File: src/logic/sfm_map.svh
// register map, field positions, reset values and timing figures of the safety fault monitor
`ifndef SFM_MAP_SVH
`define SFM_MAP_SVH
`define SFM_OFF_CTRL 8'h00
`define SFM_OFF_ROUTE 8'h04
`define SFM_OFF_STATUS 8'h08
`define SFM_OFF_STATE 8'h0c
`define SFM_CTRL_RST 16'h5600
`define SFM_ROUTE_RST 28'h0000000
`define SFM_STATUS_RST 11'h000
`define SFM_GO_BIT 16
`define SFM_CFG_MCU 2'h1
`define SFM_CFG_EXT 2'h2
`define SFM_FLG_PAIR 0
`define SFM_FLG_A 1
`define SFM_FLG_B 2
`define SFM_FLG_EXT 3
`define SFM_FLG_HI 5
`define SFM_FLG_LO 8
`define SFM_CLK_NS 8
`define SFM_MS_NS 1000000
`define SFM_ACK_MS_0 1
`define SFM_ACK_MS_1 8
`define SFM_ACK_MS_2 16
`define SFM_ACK_MS_3 32
`define SFM_MCU_PULSE_MS 8
`define SFM_WDG_PULSE_MS 10
`define SFM_WDG_WIN_MS 1024
`define SFM_WDG_BAD_STEP 5'h02
`define SFM_ERR_LIM_0 5'h08
`define SFM_ERR_LIM_1 5'h06
`define SFM_ERR_LIM_2 5'h04
`define SFM_ERR_LIM_3 5'h02
`define SFM_RESP_OK 2'h0
`define SFM_RESP_ERR 2'h2
`endif

File: src/logic/sfm_pkg.sv
// types shared by the safety fault monitor
`default_nettype none
package sfm_pkg;
    typedef enum logic [3:0] {
        ST_OFF = 4'h1,
        ST_TEST = 4'h2,
        ST_INIT = 4'h4,
        ST_NORM = 4'h8
    } sfm_state_t;

    typedef struct packed {
        logic [1:0] err_limit;
        logic [1:0] pin3_cfg;
        logic [1:0] pin2_cfg;
        logic [1:0] pin1_cfg;
        logic [1:0] ack_time;
        logic ext_pol2;
        logic ext_pol1;
        logic pol_b;
        logic pol_a;
        logic pair_pol;
        logic bistable;
    } sfm_ctrl_t;

    typedef struct packed {
        logic [1:0] wdg_pok;
        logic [1:0] mcu_pok;
        logic [11:0] rail2;
        logic [11:0] rail1;
    } sfm_route_t;

    typedef struct packed {
        logic [5:0] uv;
        logic [5:0] ov;
    } sfm_rail_t;
endpackage
`default_nettype wire

File: src/logic/sfm_monitor.sv
// safety fault monitor: mcu fault pins, external error pins, power-ok and safe-state outputs
//
// Design decisions made here: the placing of the registers and the AXI4-Lite slave port.
`timescale 1ns/1ps
`default_nettype none
`include "sfm_map.svh"
module sfm_monitor
    import sfm_pkg::*;
#(
    parameter int unsigned MS_CYCLES = `SFM_MS_NS / `SFM_CLK_NS
) (
    // clock, reset, clock enable
    input wire logic aclk,
    input wire logic aresetn,
    input wire logic ce,
    // axi4-lite slave
    input wire logic [7:0] s_axi_awaddr,
    input wire logic s_axi_awvalid,
    output logic s_axi_awready,
    input wire logic [31:0] s_axi_wdata,
    input wire logic [3:0] s_axi_wstrb,
    input wire logic s_axi_wvalid,
    output logic s_axi_wready,
    output logic [1:0] s_axi_bresp,
    output logic s_axi_bvalid,
    input wire logic s_axi_bready,
    input wire logic [7:0] s_axi_araddr,
    input wire logic s_axi_arvalid,
    output logic s_axi_arready,
    output logic [31:0] s_axi_rdata,
    output logic [1:0] s_axi_rresp,
    output logic s_axi_rvalid,
    input wire logic s_axi_rready,
    // device pins and internal monitors
    input wire logic [2:0] general_pin,
    input wire logic supply_valid,
    input wire logic regulator_enable_pin_1,
    input wire logic regulator_enable_pin_2,
    input wire logic self_test_run,
    input wire sfm_rail_t rail_event,
    input wire logic wdg_refresh_ok,
    input wire logic wdg_refresh_bad,
    // output pins and their readback
    input wire logic [1:0] power_ok_fb,
    input wire logic safe_out_fb,
    output logic [1:0] power_ok_out,
    output logic safe_state_out_n,
    output logic wdg_halt,
    output logic wdg_restart
);
    localparam logic [31:0] MCU_CYC = `SFM_MCU_PULSE_MS * MS_CYCLES;
    localparam logic [31:0] WDG_CYC = `SFM_WDG_PULSE_MS * MS_CYCLES;
    localparam logic [31:0] WIN_CYC = `SFM_WDG_WIN_MS * MS_CYCLES;

    function automatic logic [3:0] reg_sel(input logic [7:0] a);
        case (a)
            `SFM_OFF_CTRL: reg_sel = 4'h1;
            `SFM_OFF_ROUTE: reg_sel = 4'h2;
            `SFM_OFF_STATUS: reg_sel = 4'h4;
            `SFM_OFF_STATE: reg_sel = 4'h8;
            default: reg_sel = 4'h0;
        endcase
    endfunction

    function automatic logic [31:0] strb_mask(input logic [3:0] s);
        for (int i = 0; i < 4; i++) begin
            strb_mask[i*8 +: 8] = {8{s[i]}};
        end
    endfunction

    function automatic logic [31:0] ack_cycles(input logic [1:0] sel);
        case (sel)
            2'h0: ack_cycles = `SFM_ACK_MS_0 * MS_CYCLES;
            2'h1: ack_cycles = `SFM_ACK_MS_1 * MS_CYCLES;
            2'h2: ack_cycles = `SFM_ACK_MS_2 * MS_CYCLES;
            default: ack_cycles = `SFM_ACK_MS_3 * MS_CYCLES;
        endcase
    endfunction

    function automatic logic [4:0] err_limit(input logic [1:0] sel);
        case (sel)
            2'h0: err_limit = `SFM_ERR_LIM_0;
            2'h1: err_limit = `SFM_ERR_LIM_1;
            2'h2: err_limit = `SFM_ERR_LIM_2;
            default: err_limit = `SFM_ERR_LIM_3;
        endcase
    endfunction

    sfm_state_t state_r, state_nxt;
    sfm_ctrl_t ctrl_r;
    sfm_route_t route_r;
    logic [10:0] status_r, flag_set, status_clr;
    logic go_r;
    logic [2:0] pin_s1_r, pin_s2_r;
    logic aw_have_r, w_have_r;
    logic [7:0] aw_addr_r;
    logic [31:0] w_data_r;
    logic [3:0] w_strb_r;
    logic [31:0] rd_data;
    logic [1:0] ext_prev_r, ext_fault, ext_evt, ack_exp, pok_nxt, pok_prev_r;
    logic [31:0] ack_cnt_r [2];
    logic [31:0] mcu_cnt_r [2];
    logic [31:0] wdg_cnt_r [2];
    logic [31:0] win_cnt_r;
    logic win_done_r;
    logic [3:0] err_cnt_r, fault_cnt_r;
    logic safe_prev_r;

    // pins are asynchronous; only the second stage is looked at
    always_ff @(posedge aclk) begin
        if (!aresetn) begin
            pin_s1_r <= 3'h0;
            pin_s2_r <= 3'h0;
        end else if (ce) begin
            pin_s1_r <= general_pin;
            pin_s2_r <= pin_s1_r;
        end
    end

    wire mcu_a_en = ctrl_r.pin2_cfg == `SFM_CFG_MCU;
    wire mcu_b_en = ctrl_r.pin3_cfg == `SFM_CFG_MCU;
    wire [1:0] ext_en = {ctrl_r.pin3_cfg == `SFM_CFG_EXT, ctrl_r.pin1_cfg == `SFM_CFG_EXT};
    wire [1:0] ext_pol = {ctrl_r.ext_pol2, ctrl_r.ext_pol1};
    wire [1:0] ext_lvl = {pin_s2_r[2], pin_s2_r[0]};
    wire pair_mode = mcu_a_en && mcu_b_en && ctrl_r.bistable;
    wire is_norm = state_r == ST_NORM;
    wire pair_fault = pair_mode
        && ((pin_s2_r[1] == ctrl_r.pair_pol) || (pin_s2_r[2] != ctrl_r.pair_pol));
    wire fault_a = !pair_mode && mcu_a_en && (pin_s2_r[1] == ctrl_r.pol_a);
    wire fault_b = !pair_mode && mcu_b_en && (pin_s2_r[2] == ctrl_r.pol_b);
    wire mcu_evt = is_norm && (pair_fault || fault_a || fault_b);
    wire off_cond = supply_valid && !regulator_enable_pin_1 && !regulator_enable_pin_2;

    assign ext_fault = ext_en & ~(ext_lvl ^ ext_pol);
    assign ext_evt = {2{is_norm}} & ext_fault & ~ext_prev_r;

    // register bus write side
    wire wr_do = aw_have_r && w_have_r && !s_axi_bvalid;
    wire [3:0] wr_sel = reg_sel(aw_addr_r);
    wire [31:0] wr_mask = strb_mask(w_strb_r);
    // lane 0 carries the protected fields, so a write touching it is refused outside the init run
    wire ctrl_reject = wr_sel[0] && w_strb_r[0] && (state_r != ST_INIT);
    wire ctrl_wr = wr_do && wr_sel[0] && !ctrl_reject;

    always_ff @(posedge aclk) begin
        if (!aresetn) begin
            s_axi_awready <= 1'b1;
            s_axi_wready <= 1'b1;
            s_axi_bvalid <= 1'b0;
            s_axi_bresp <= `SFM_RESP_OK;
            aw_have_r <= 1'b0;
            w_have_r <= 1'b0;
            aw_addr_r <= 8'h00;
            w_data_r <= 32'h0;
            w_strb_r <= 4'h0;
        end else if (ce) begin
            if (s_axi_awvalid && s_axi_awready) begin
                aw_have_r <= 1'b1;
                aw_addr_r <= s_axi_awaddr;
                s_axi_awready <= 1'b0;
            end
            if (s_axi_wvalid && s_axi_wready) begin
                w_have_r <= 1'b1;
                w_data_r <= s_axi_wdata;
                w_strb_r <= s_axi_wstrb;
                s_axi_wready <= 1'b0;
            end
            if (wr_do) begin
                aw_have_r <= 1'b0;
                w_have_r <= 1'b0;
                s_axi_bvalid <= 1'b1;
                s_axi_bresp <= (wr_sel == 4'h0 || ctrl_reject) ? `SFM_RESP_ERR : `SFM_RESP_OK;
            end
            if (s_axi_bvalid && s_axi_bready) begin
                s_axi_bvalid <= 1'b0;
                s_axi_awready <= 1'b1;
                s_axi_wready <= 1'b1;
            end
        end
    end

    // register bus read side
    always_comb begin
        case (reg_sel(s_axi_araddr))
            4'h1: rd_data = {16'h0, ctrl_r};
            4'h2: rd_data = {4'h0, route_r};
            4'h4: rd_data = {21'h0, status_r};
            4'h8: rd_data = {15'h0, safe_state_out_n, power_ok_out, wdg_halt, win_done_r,
                             err_cnt_r, fault_cnt_r, state_r};
            default: rd_data = 32'h0;
        endcase
    end

    always_ff @(posedge aclk) begin
        if (!aresetn) begin
            s_axi_arready <= 1'b1;
            s_axi_rvalid <= 1'b0;
            s_axi_rdata <= 32'h0;
            s_axi_rresp <= `SFM_RESP_OK;
        end else if (ce) begin
            if (s_axi_arvalid && s_axi_arready) begin
                s_axi_arready <= 1'b0;
                s_axi_rvalid <= 1'b1;
                s_axi_rdata <= rd_data;
                s_axi_rresp <= (reg_sel(s_axi_araddr) == 4'h0) ? `SFM_RESP_ERR : `SFM_RESP_OK;
            end
            if (s_axi_rvalid && s_axi_rready) begin
                s_axi_rvalid <= 1'b0;
                s_axi_arready <= 1'b1;
            end
        end
    end

    // configuration registers
    always_ff @(posedge aclk) begin
        if (!aresetn) begin
            ctrl_r <= `SFM_CTRL_RST;
            route_r <= `SFM_ROUTE_RST;
            go_r <= 1'b0;
        end else if (ce) begin
            go_r <= ctrl_wr && w_strb_r[2] && w_data_r[`SFM_GO_BIT];
            if (ctrl_wr) begin
                ctrl_r <= (ctrl_r & ~wr_mask[15:0]) | (w_data_r[15:0] & wr_mask[15:0]);
            end
            if (wr_do && wr_sel[1]) begin
                route_r <= (route_r & ~wr_mask[27:0]) | (w_data_r[27:0] & wr_mask[27:0]);
            end
        end
    end

    // status flags: a set in the clearing cycle survives
    assign status_clr = (wr_do && wr_sel[2]) ? (w_data_r[10:0] & wr_mask[10:0]) : 11'h000;
    wire [2:0] out_cmd = {safe_state_out_n, power_ok_out};
    wire [2:0] out_prev = {safe_prev_r, pok_prev_r};
    wire [2:0] out_fb = {safe_out_fb, power_ok_fb};
    // the high check runs only in self test; the low check waits one settle cycle
    wire [2:0] stuck_hi = {3{state_r == ST_TEST}} & ~out_cmd & out_fb;
    wire [2:0] stuck_lo = out_cmd & out_prev & ~out_fb;
    assign flag_set = {stuck_lo, stuck_hi, ext_evt,
                       is_norm && fault_b, is_norm && fault_a, is_norm && pair_fault};

    always_ff @(posedge aclk) begin
        if (!aresetn) begin
            status_r <= `SFM_STATUS_RST;
            ext_prev_r <= 2'h0;
            pok_prev_r <= 2'h0;
            safe_prev_r <= 1'b0;
        end else if (ce) begin
            status_r <= (status_r & ~status_clr) | flag_set;
            ext_prev_r <= ext_fault;
            pok_prev_r <= power_ok_out;
            safe_prev_r <= safe_state_out_n;
        end
    end

    // acknowledge timers and power-ok pulse timers
    wire [31:0] ack_lim = ack_cycles(ctrl_r.ack_time);
    wire wdg_bad_v = wdg_refresh_bad && !wdg_halt;
    wire wdg_ok_v = wdg_refresh_ok && !wdg_halt;
    wire [4:0] err_sum = {1'b0, err_cnt_r} + `SFM_WDG_BAD_STEP;
    wire wdg_fail = wdg_bad_v && (!win_done_r || err_sum >= err_limit(ctrl_r.err_limit));
    logic [1:0] wdg_act;

    for (genvar gi = 0; gi < 2; gi++) begin : g_chan
        always_ff @(posedge aclk) begin
            if (!aresetn) begin
                ack_cnt_r[gi] <= 32'h0;
            end else if (ce) begin
                if (!status_r[`SFM_FLG_EXT + gi]) begin
                    ack_cnt_r[gi] <= 32'h0;
                end else if (ack_cnt_r[gi] != ack_lim) begin
                    ack_cnt_r[gi] <= ack_cnt_r[gi] + 32'h1;
                end
            end
        end
        assign ack_exp[gi] = status_r[`SFM_FLG_EXT + gi] && (ack_cnt_r[gi] == ack_lim - 32'h1);

        always_ff @(posedge aclk) begin
            if (!aresetn) begin
                mcu_cnt_r[gi] <= 32'h0;
                wdg_cnt_r[gi] <= 32'h0;
            end else if (ce) begin
                if (mcu_evt && route_r.mcu_pok[gi]) begin
                    mcu_cnt_r[gi] <= MCU_CYC;
                end else if (mcu_cnt_r[gi] != 32'h0) begin
                    mcu_cnt_r[gi] <= mcu_cnt_r[gi] - 32'h1;
                end
                if (wdg_fail && route_r.wdg_pok[gi]) begin
                    wdg_cnt_r[gi] <= WDG_CYC;
                end else if (wdg_cnt_r[gi] != 32'h0) begin
                    wdg_cnt_r[gi] <= wdg_cnt_r[gi] - 32'h1;
                end
            end
        end
        assign wdg_act[gi] = wdg_cnt_r[gi] != 32'h0;
        wire rail_hit = |((gi == 0 ? route_r.rail1 : route_r.rail2) & rail_event);
        assign pok_nxt[gi] = !(rail_hit || mcu_cnt_r[gi] != 32'h0 || wdg_act[gi]
                               || state_nxt == ST_TEST);
    end

    // watchdog error accounting; timing and answer checks live elsewhere
    always_ff @(posedge aclk) begin
        if (!aresetn) begin
            win_cnt_r <= 32'h0;
            win_done_r <= 1'b0;
            err_cnt_r <= 4'h0;
            fault_cnt_r <= 4'h0;
            wdg_halt <= 1'b0;
            wdg_restart <= 1'b0;
        end else if (ce) begin
            if (!win_done_r) begin
                win_cnt_r <= win_cnt_r + 32'h1;
                win_done_r <= win_cnt_r == WIN_CYC - 32'h1;
            end
            if (wdg_bad_v) begin
                err_cnt_r <= wdg_fail ? 4'h0 : err_sum[3:0];
            end else if (wdg_ok_v && err_cnt_r != 4'h0) begin
                err_cnt_r <= err_cnt_r - 4'h1;
            end
            if (wdg_fail && fault_cnt_r != 4'hf) begin
                fault_cnt_r <= fault_cnt_r + 4'h1;
            end
            wdg_halt <= |wdg_act;
            wdg_restart <= wdg_halt && !(|wdg_act);
        end
    end

    // state machine
    always_comb begin
        state_nxt = state_r;
        case (state_r)
            ST_OFF: begin
                if (!off_cond) state_nxt = ST_TEST;
            end
            ST_TEST: begin
                if (!self_test_run) state_nxt = ST_INIT;
            end
            ST_INIT: begin
                if (go_r && !(|ext_fault)) state_nxt = ST_NORM;
            end
            ST_NORM: begin
                if (mcu_evt || (|ack_exp)) state_nxt = ST_INIT;
            end
            default: state_nxt = ST_OFF;
        endcase
        if (off_cond) state_nxt = ST_OFF;
    end

    always_ff @(posedge aclk) begin
        if (!aresetn) begin
            state_r <= ST_OFF;
            safe_state_out_n <= 1'b0;
            power_ok_out <= 2'h0;
        end else if (ce) begin
            state_r <= state_nxt;
            safe_state_out_n <= state_nxt == ST_NORM;
            power_ok_out <= pok_nxt;
        end
    end

    a_safe_only_norm: assert property (@(posedge aclk) disable iff (!aresetn)
        safe_state_out_n |-> state_r == ST_NORM) else $error("safe output high outside normal");
    a_off_holds_low: assert property (@(posedge aclk) disable iff (!aresetn)
        ce && off_cond |=> !safe_state_out_n && state_r == ST_OFF)
        else $error("safe output not held low with enables low");
    a_mcu_exit_init: assert property (@(posedge aclk) disable iff (!aresetn)
        ce && mcu_evt && !off_cond |=> state_r == ST_INIT && !safe_state_out_n)
        else $error("mcu fault did not return to init run");
    a_mcu_ignored: assert property (@(posedge aclk) disable iff (!aresetn)
        ce && !is_norm |=> !$rose(status_r[`SFM_FLG_A]) && !$rose(status_r[`SFM_FLG_B])
            && !$rose(status_r[`SFM_FLG_PAIR]))
        else $error("mcu fault flag set outside normal");
    a_pair_flag_set: assert property (@(posedge aclk) disable iff (!aresetn)
        ce && is_norm && pair_mode && pin_s2_r[2] != ctrl_r.pair_pol |=> status_r[`SFM_FLG_PAIR])
        else $error("pair fault not flagged");
    a_ack_expiry: assert property (@(posedge aclk) disable iff (!aresetn)
        ce && is_norm && (|ack_exp) && !off_cond |=> state_r == ST_INIT ##0 !safe_state_out_n)
        else $error("unacknowledged error did not drop safe output");
    a_mcu_pulse_load: assert property (@(posedge aclk) disable iff (!aresetn)
        ce && mcu_evt && route_r.mcu_pok[0] |=> mcu_cnt_r[0] == MCU_CYC ##1 !power_ok_out[0] || !ce)
        else $error("mcu fault pulse not started");
    a_fault_count: assert property (@(posedge aclk) disable iff (!aresetn)
        ce && wdg_fail && fault_cnt_r != 4'hf |=> fault_cnt_r == $past(fault_cnt_r) + 4'h1)
        else $error("fault event count not incremented");
    a_err_step: assert property (@(posedge aclk) disable iff (!aresetn)
        ce && wdg_bad_v && !wdg_fail |=> err_cnt_r == $past(err_cnt_r) + 4'h2)
        else $error("bad refresh did not add two");
    a_early_fail: assert property (@(posedge aclk) disable iff (!aresetn)
        ce && wdg_bad_v && !win_done_r |=> err_cnt_r == 4'h0 && fault_cnt_r != 4'h0)
        else $error("bad refresh in first window not a failure");
    a_ctrl_protect: assert property (@(posedge aclk) disable iff (!aresetn)
        ce && wr_do && wr_sel[0] && w_strb_r[0] && is_norm
        |=> $stable(ctrl_r[3:0]) && s_axi_bresp == `SFM_RESP_ERR)
        else $error("protected setting written outside init run");
    a_stuck_high: assert property (@(posedge aclk) disable iff (!aresetn)
        ce && state_r == ST_TEST && !power_ok_out[0] && power_ok_fb[0]
        |=> status_r[`SFM_FLG_HI])
        else $error("stuck-high not reported in self test");
endmodule
`default_nettype wire

File: config.mk
export PLATFORM = sky130hd
export DESIGN_NAME = sfm_monitor
export DESIGN_NICKNAME = d
export VERILOG_FILES = /design/src/logic/sfm_pkg.sv /design/src/logic/sfm_monitor.sv
export VERILOG_INCLUDE_DIRS = /design/src /design/src/logic
export SDC_FILE = /design/constraint.sdc
export NUM_CORES = 1
export LEC_CHECK = 0
export BUFFER_PORTS_ARGS = -buffer_cell sky130_fd_sc_hd__buf_4
export CAP_MARGIN = 0
export CORE_MARGIN = 10
export CORE_UTILIZATION = 30
export DETAILED_ROUTE_END_ITERATION = 10
export PLACE_DENSITY = 0.56
export RECOVER_POWER = 25
export SYNTH_ARGS = -nofsm -noshare
export SYNTH_HDL_FRONTEND = slang
export SYNTH_SLANG_ARGS = --single-unit
File: constraint.sdc
create_clock -name aclk -period 6.1 [get_ports aclk]
set_input_delay 1.22 -clock aclk [delete_from_list [all_inputs] [get_ports aclk]]
set_output_delay 1.22 -clock aclk [all_outputs]
set_load 0.1 [all_outputs]
==> After elaboration in Yosys (flattened, before gate mapping) <==
Memories as Yosys holds them, arrays and structs flattened.
Index checks and enable logic that the tools add are counted.
{ "classes": {"reduce_logical": 102, "eq_ne": 35, "n_mux": 101, "add_sub_neg": 11, "bitwise": 39, "n_lt_le_gt_ge": 1} }
{ "op_table": {"columns": ["op", "count"], "rows": [
  ["$mux 32", 12],
  ["$sub 32x1->32 const B", 5],
  ["$reduce_bool 32->1", 4],
  ["$pmux 28 s4", 1],
  ["$add 32x1->32 const B", 3],
  ["$mux 1", 70],
  ["$pmux 22 s3", 1],
  ["$eq 32x32->1", 2],
  ["$ne 32x32->1", 2],
  ["$and 28x28->28", 2],
  ["$pmux 4 s4", 3],
  ["$logic_and 1x1->1", 41],
  ["$mux 4", 10],
  ["$and 16x16->16", 2],
  ["$eq 32x27->1 const B", 1],
  ["$eq 8x4->1 const B", 4],
  ["$reduce_and 2->1", 15],
  ["$not 28->28", 1],
  ["$or 28x28->28", 1],
  ["$and 12x12->12", 2],
  ["$reduce_or 12->1", 2],
  ["$and 11x11->11", 2],
  ["$eq 8x3->1 const B", 2],
  ["$logic_not 8->1", 2],
  ["other kinds (35)", 99]
]} }
{ "word_totals": {"ramBits": 192, "ff_bits": 200, "n_memories": 3, "inputBits": 84, "elab_cells": 336} }
{ "memory_table": {"columns": ["memory", "depth", "width", "rd", "rd_ports_with_merged_regs", "write_ports", "line_no", "source"], "rows": [
  ["ack_cnt_r", 2, 32, 2, 0, 2, "sfm_monitor.sv:101", "logic [31:0] ack_cnt_r [2];"],
  ["mcu_cnt_r", 2, 32, 2, 0, 2, "sfm_monitor.sv:102", "logic [31:0] mcu_cnt_r [2];"],
  ["wdg_cnt_r", 2, 32, 2, 0, 2, "sfm_monitor.sv:103", "logic [31:0] wdg_cnt_r [2];"]
]} }

==> Logic depth before layout (Yosys ltp) <==
{ "depth": {"ltp_word": 16, "ltp_mapped": 11, "mapped_depth_nobuf": 9} }

==> Least setup slack after synthesis <==
Ideal clock, no wire load.
{ "synth_timing": {"path_kind": "input to register", "startpoint": "input ce", "endpoint": "memory mcu_cnt_r[1][0], enable pin", "setup_time_ns": 0.466, "path_slack_ns": 1.420, "arrival_ns": 4.214, "n_path_buf": 3, "path_stages": 5, "cell_sequence": "clkbuf_1 > inv_1 > clkbuf_1 > clkbuf_1 > o21ai_0"} }
{ "synth_rtl": {"columns": ["item", "line_no", "source"], "rows": [
  ["from (decl)", "sfm_monitor.sv:15", "input wire logic ce,"],
  ["to (decl)", "sfm_monitor.sv:102", null]
]} }

==> Worst setup path in the final report <==
{ "layout_timing": {"startpoint": "input ce", "endpoint": "register win_cnt_r[31]"} }
{ "layout_between": {"elab_chain_cells": 1} }
{ "layout_lines": {"columns": ["item", "line_no", "source"], "rows": [
  ["$reduce_and 2->1 (no line)", null, null],
  ["to (signal assigned)", "sfm_monitor.sv:312", "win_cnt_r <= win_cnt_r + 32'h1;"],
  ["to (decl)", "sfm_monitor.sv:104", "logic [31:0] win_cnt_r;"]
]} }
Every way passes these cells.
A chain may end at the register's enable or synchronous reset.

==> flow_metrics.env <==
export IMPL_vias=15200
export IMPL_grt_max_degree=110
export IMPL_final_common_cell="nor2_1"
export IMPL_yosys_warnings=0
export IMPL_drt_first_pass_iters=5
export IMPL_antenna_found_initial=3
export IMPL_crit_arrival_ns=4.90
export IMPL_ys_async_sr_fraction_pct=0
export IMPL_final_cell_mix="247 x nor2_1, 241 x nand2_1, 194 x dfxtp_1"
export IMPL_start_util_pct=30.2
export IMPL_grt_use_total_pct=12.9
export IMPL_syn_to_final_growth_pct=15.0
export IMPL_cp_cell_sequence="clkbuf_1, nor2b_1, nand4_1, nor4_1, nand4_1, xnor2_1, and2_1"
export IMPL_coreArea_um2=65600
export IMPL_htreeDepth=2
export IMPL_routed_wl_um=50800
export IMPL_crit_top_cell="nand4_1"
export IMPL_crit_family="simple AND/OR/NAND/NOR gates"
export IMPL_worst_path_buf_inv=1
export IMPL_die_area_um2=76800
export IMPL_hold_viol_final=0
export IMPL_synth_seq_cells=386
export IMPL_wl_per_cell_um=16.6
export IMPL_end_kind="register"
export IMPL_yosysSeqAreaShare_pct=48.6
export IMPL_row_count=94
export IMPL_maxCapViolCount=3
export IMPL_cts_buffer_depth=3
export IMPL_finalCritPeriodShare_pct=73.1
export IMPL_slew_headroom_pct=-29.2
export IMPL_hold_buffers=0
export IMPL_skew_ns=0.0193
export IMPL_grt_pass1_vias=15000
export IMPL_synth_edf_count=192
export IMPL_path_clk_slew_ns=0.06
export IMPL_power_density_nw_per_um2=270
export IMPL_ir_drop_mv=0.189
export IMPL_synth_flop_cell="dfxtp_1"
export IMPL_cts_tree="built"
export IMPL_root_buffer="clkbuf_16"
export IMPL_dr_first_iter_drc_count=1018
export IMPL_overflow=0
export IMPL_rsz0062_at_grt="false"
export IMPL_place_port_buffers=119
export IMPL_utilization_pct=34.8
export IMPL_clock_sinks=386
export IMPL_leakage_nw=7.73
export IMPL_ios=130
export IMPL_slowest_delay_ns=1.35
export IMPL_max_freq_mhz=224
export IMPL_drive_above_1_share_pct=9.34
export IMPL_numCtsBuffers=42
export IMPL_violations="capacitance limit, slew limit"
export IMPL_dpl_hpwl_um=35700
export IMPL_cp_required_ns=6.54
export IMPL_setup_viol=0
export IMPL_tns_ns=0
export IMPL_post_cts_setup_buffers=0
export IMPL_syn_instance_count=2085
export IMPL_clk_latency_ns=0.56
export IMPL_slew_viol_final=104
export IMPL_synth_avg_cell_area_um2=9.51
export IMPL_viasPerCell=4.96
export IMPL_ant_nets=0
export IMPL_dieWidth_um=277
export IMPL_worst_setup_path_type="in2reg"
export IMPL_grt_pass1_wl_um=82300
export IMPL_final_nets=2272
export IMPL_gp_congestion=0.821
export IMPL_synth_cell_types=77
export IMPL_worstMarginPinSlew_ns=1.94
export IMPL_fin_crit_ns=4.46
export IMPL_finalPower_mw=6.16
export IMPL_outcome="finished, violations left"
export IMPL_die_y_um=277
export IMPL_syn_area_um2=19800
export IMPL_start_kind="input pin"
export IMPL_drc=0
export IMPL_hold_class="reg2reg"
export IMPL_post_cts_resize_count=0
export IMPL_path_max_fanout=37
export IMPL_crit_slowest_cell="clkbuf_1"
through the flow:
step,hold WS (ns),setup slack [ns],area [um2],cells
2_1_floorplan,0.427,1.42,19900,2090
6_report,0.452,1.64,22800,3060
5_1_grt,0.478,1.30,22800,3059
3_3_place_gp,0.437,2.13,21500,2982
3_5_place_dp,0.442,2.08,21500,2982
4_1_cts,0.451,2.12,23000,3059
cells in the mapped netlist (4+ instances only):
| library cell | number | area, um2 |
|---|---|---|
| o41ai_1 | 5 | 43.8 |
| nor2_1 | 247 | 927 |
| nor3_1 | 62 | 310 |
| nor2b_1 | 56 | 350 |
| edfxtp_1 | 192 | 5770 |
| o21ai_0 | 55 | 275 |
| a22oi_1 | 31 | 233 |
| and3_1 | 23 | 144 |
| a31oi_1 | 6 | 37.5 |
| nand3b_1 | 12 | 90.1 |
| mux4_2 | 11 | 248 |
| inv_1 | 47 | 176 |
| dfxtp_1 | 194 | 3880 |
| xor2_1 | 68 | 596 |
| xnor2_1 | 156 | 1370 |
| nand4_1 | 30 | 188 |
| nand2b_1 | 10 | 62.6 |
| or4_1 | 19 | 143 |
| nand2_1 | 241 | 905 |
| a21oi_1 | 39 | 195 |
| or2_2 | 5 | 31.3 |
| nor4_1 | 42 | 263 |
| o22ai_1 | 5 | 31.3 |
| and4_1 | 8 | 70.1 |
| or3_1 | 30 | 188 |
| mux2i_1 | 17 | 170 |
| nor4_2 | 5 | 62.6 |
| clkbuf_1 | 92 | 345 |
| nand3_1 | 121 | 606 |
| and2_1 | 33 | 206 |
| or3b_2 | 4 | 35.0 |
| a21o_1 | 4 | 30.0 |
| buf_4 | 6 | 45.0 |
| ha_1 | 26 | 325 |
| nor4b_1 | 8 | 70.1 |
| a21boi_0 | 95 | 713 |
| o21a_1 | 5 | 37.5 |
| nor3b_1 | 6 | 45.0 |
| o31ai_1 | 6 | 45.0 |
| buf_2 | 8 | 40.0 |
power by group:
| part | total, mW | leakage [nW] | internal [mW] | switching (mW) |
|---|---|---|---|---|
| sequential | 2.96 | 3.69 | 2.84 | 0.124 |
| combinational | 0.498 | 3.32 | 0.205 | 0.294 |
| clock | 2.70 | 0.723 | 1.61 | 1.09 |
| total | 6.16 | 7.73 | 4.65 | 1.51 |
cell type report:
type                       instances  area (um2)
antenna                            1        2.50
clock buffer                      64        1300
clock inverter                    13         156
fill                            6748       42800
inverter                          47         176
multi-input combinational       1546        9570
sequential                       386        9650
tap                              864        1080
timing repair buffer             139         867
path summary, 6_finish.rpt:
| check | startpoint | endpoint | slack [ns] | cells after the start |
|---|---|---|---|---|
| worst max register to register | wdg_cnt_r[1][0] | wdg_cnt_r[1][1] | 2.21 | 9 |
| worst min register to register | status_r[5] | status_r[5] | 0.45 | 2 |
| worst min-delay path | status_r[5] | status_r[5] | 0.45 | 2 |
| worst max-delay path | ce | win_cnt_r[31] | 1.64 | 7 |
cells by family after synthesis:
group / after synthesis / share of synthesized area (%)
and+or+nand+nor: 980 / 24.7
DFF: 386 / 48.6
AOI/OAI and AO/OA: 281 / 9.73
xor gates and xnor gates: 224 / 9.89
buffers and inverters: 158 / 3.23
muxes: 29 / 2.16
adders and majority gates: 26 / 1.64
other: 1 / 0.0189
per-layer routing:
layer	GRT usage, %	up-vias	share of wire [%]
met3	2.70	58	5.4
met5	0	-	0
met1	17.6	7283	48
met4	3.33	0	1.9
li1	-	7496	-
met2	20.2	342	45
worst reg2reg max path, stage by stage (launching register included):
cell	delay, ns
edfxtp_1	0.42
inv_1	0.08
ha_1	0.20
or4b_2	0.70
nor4_1	0.32
nand3_1	0.30
or4_1	0.55
o21ai_4	0.31
nand2_1	0.34
buf_4	0.40
(Power assumes the default switching activity.)
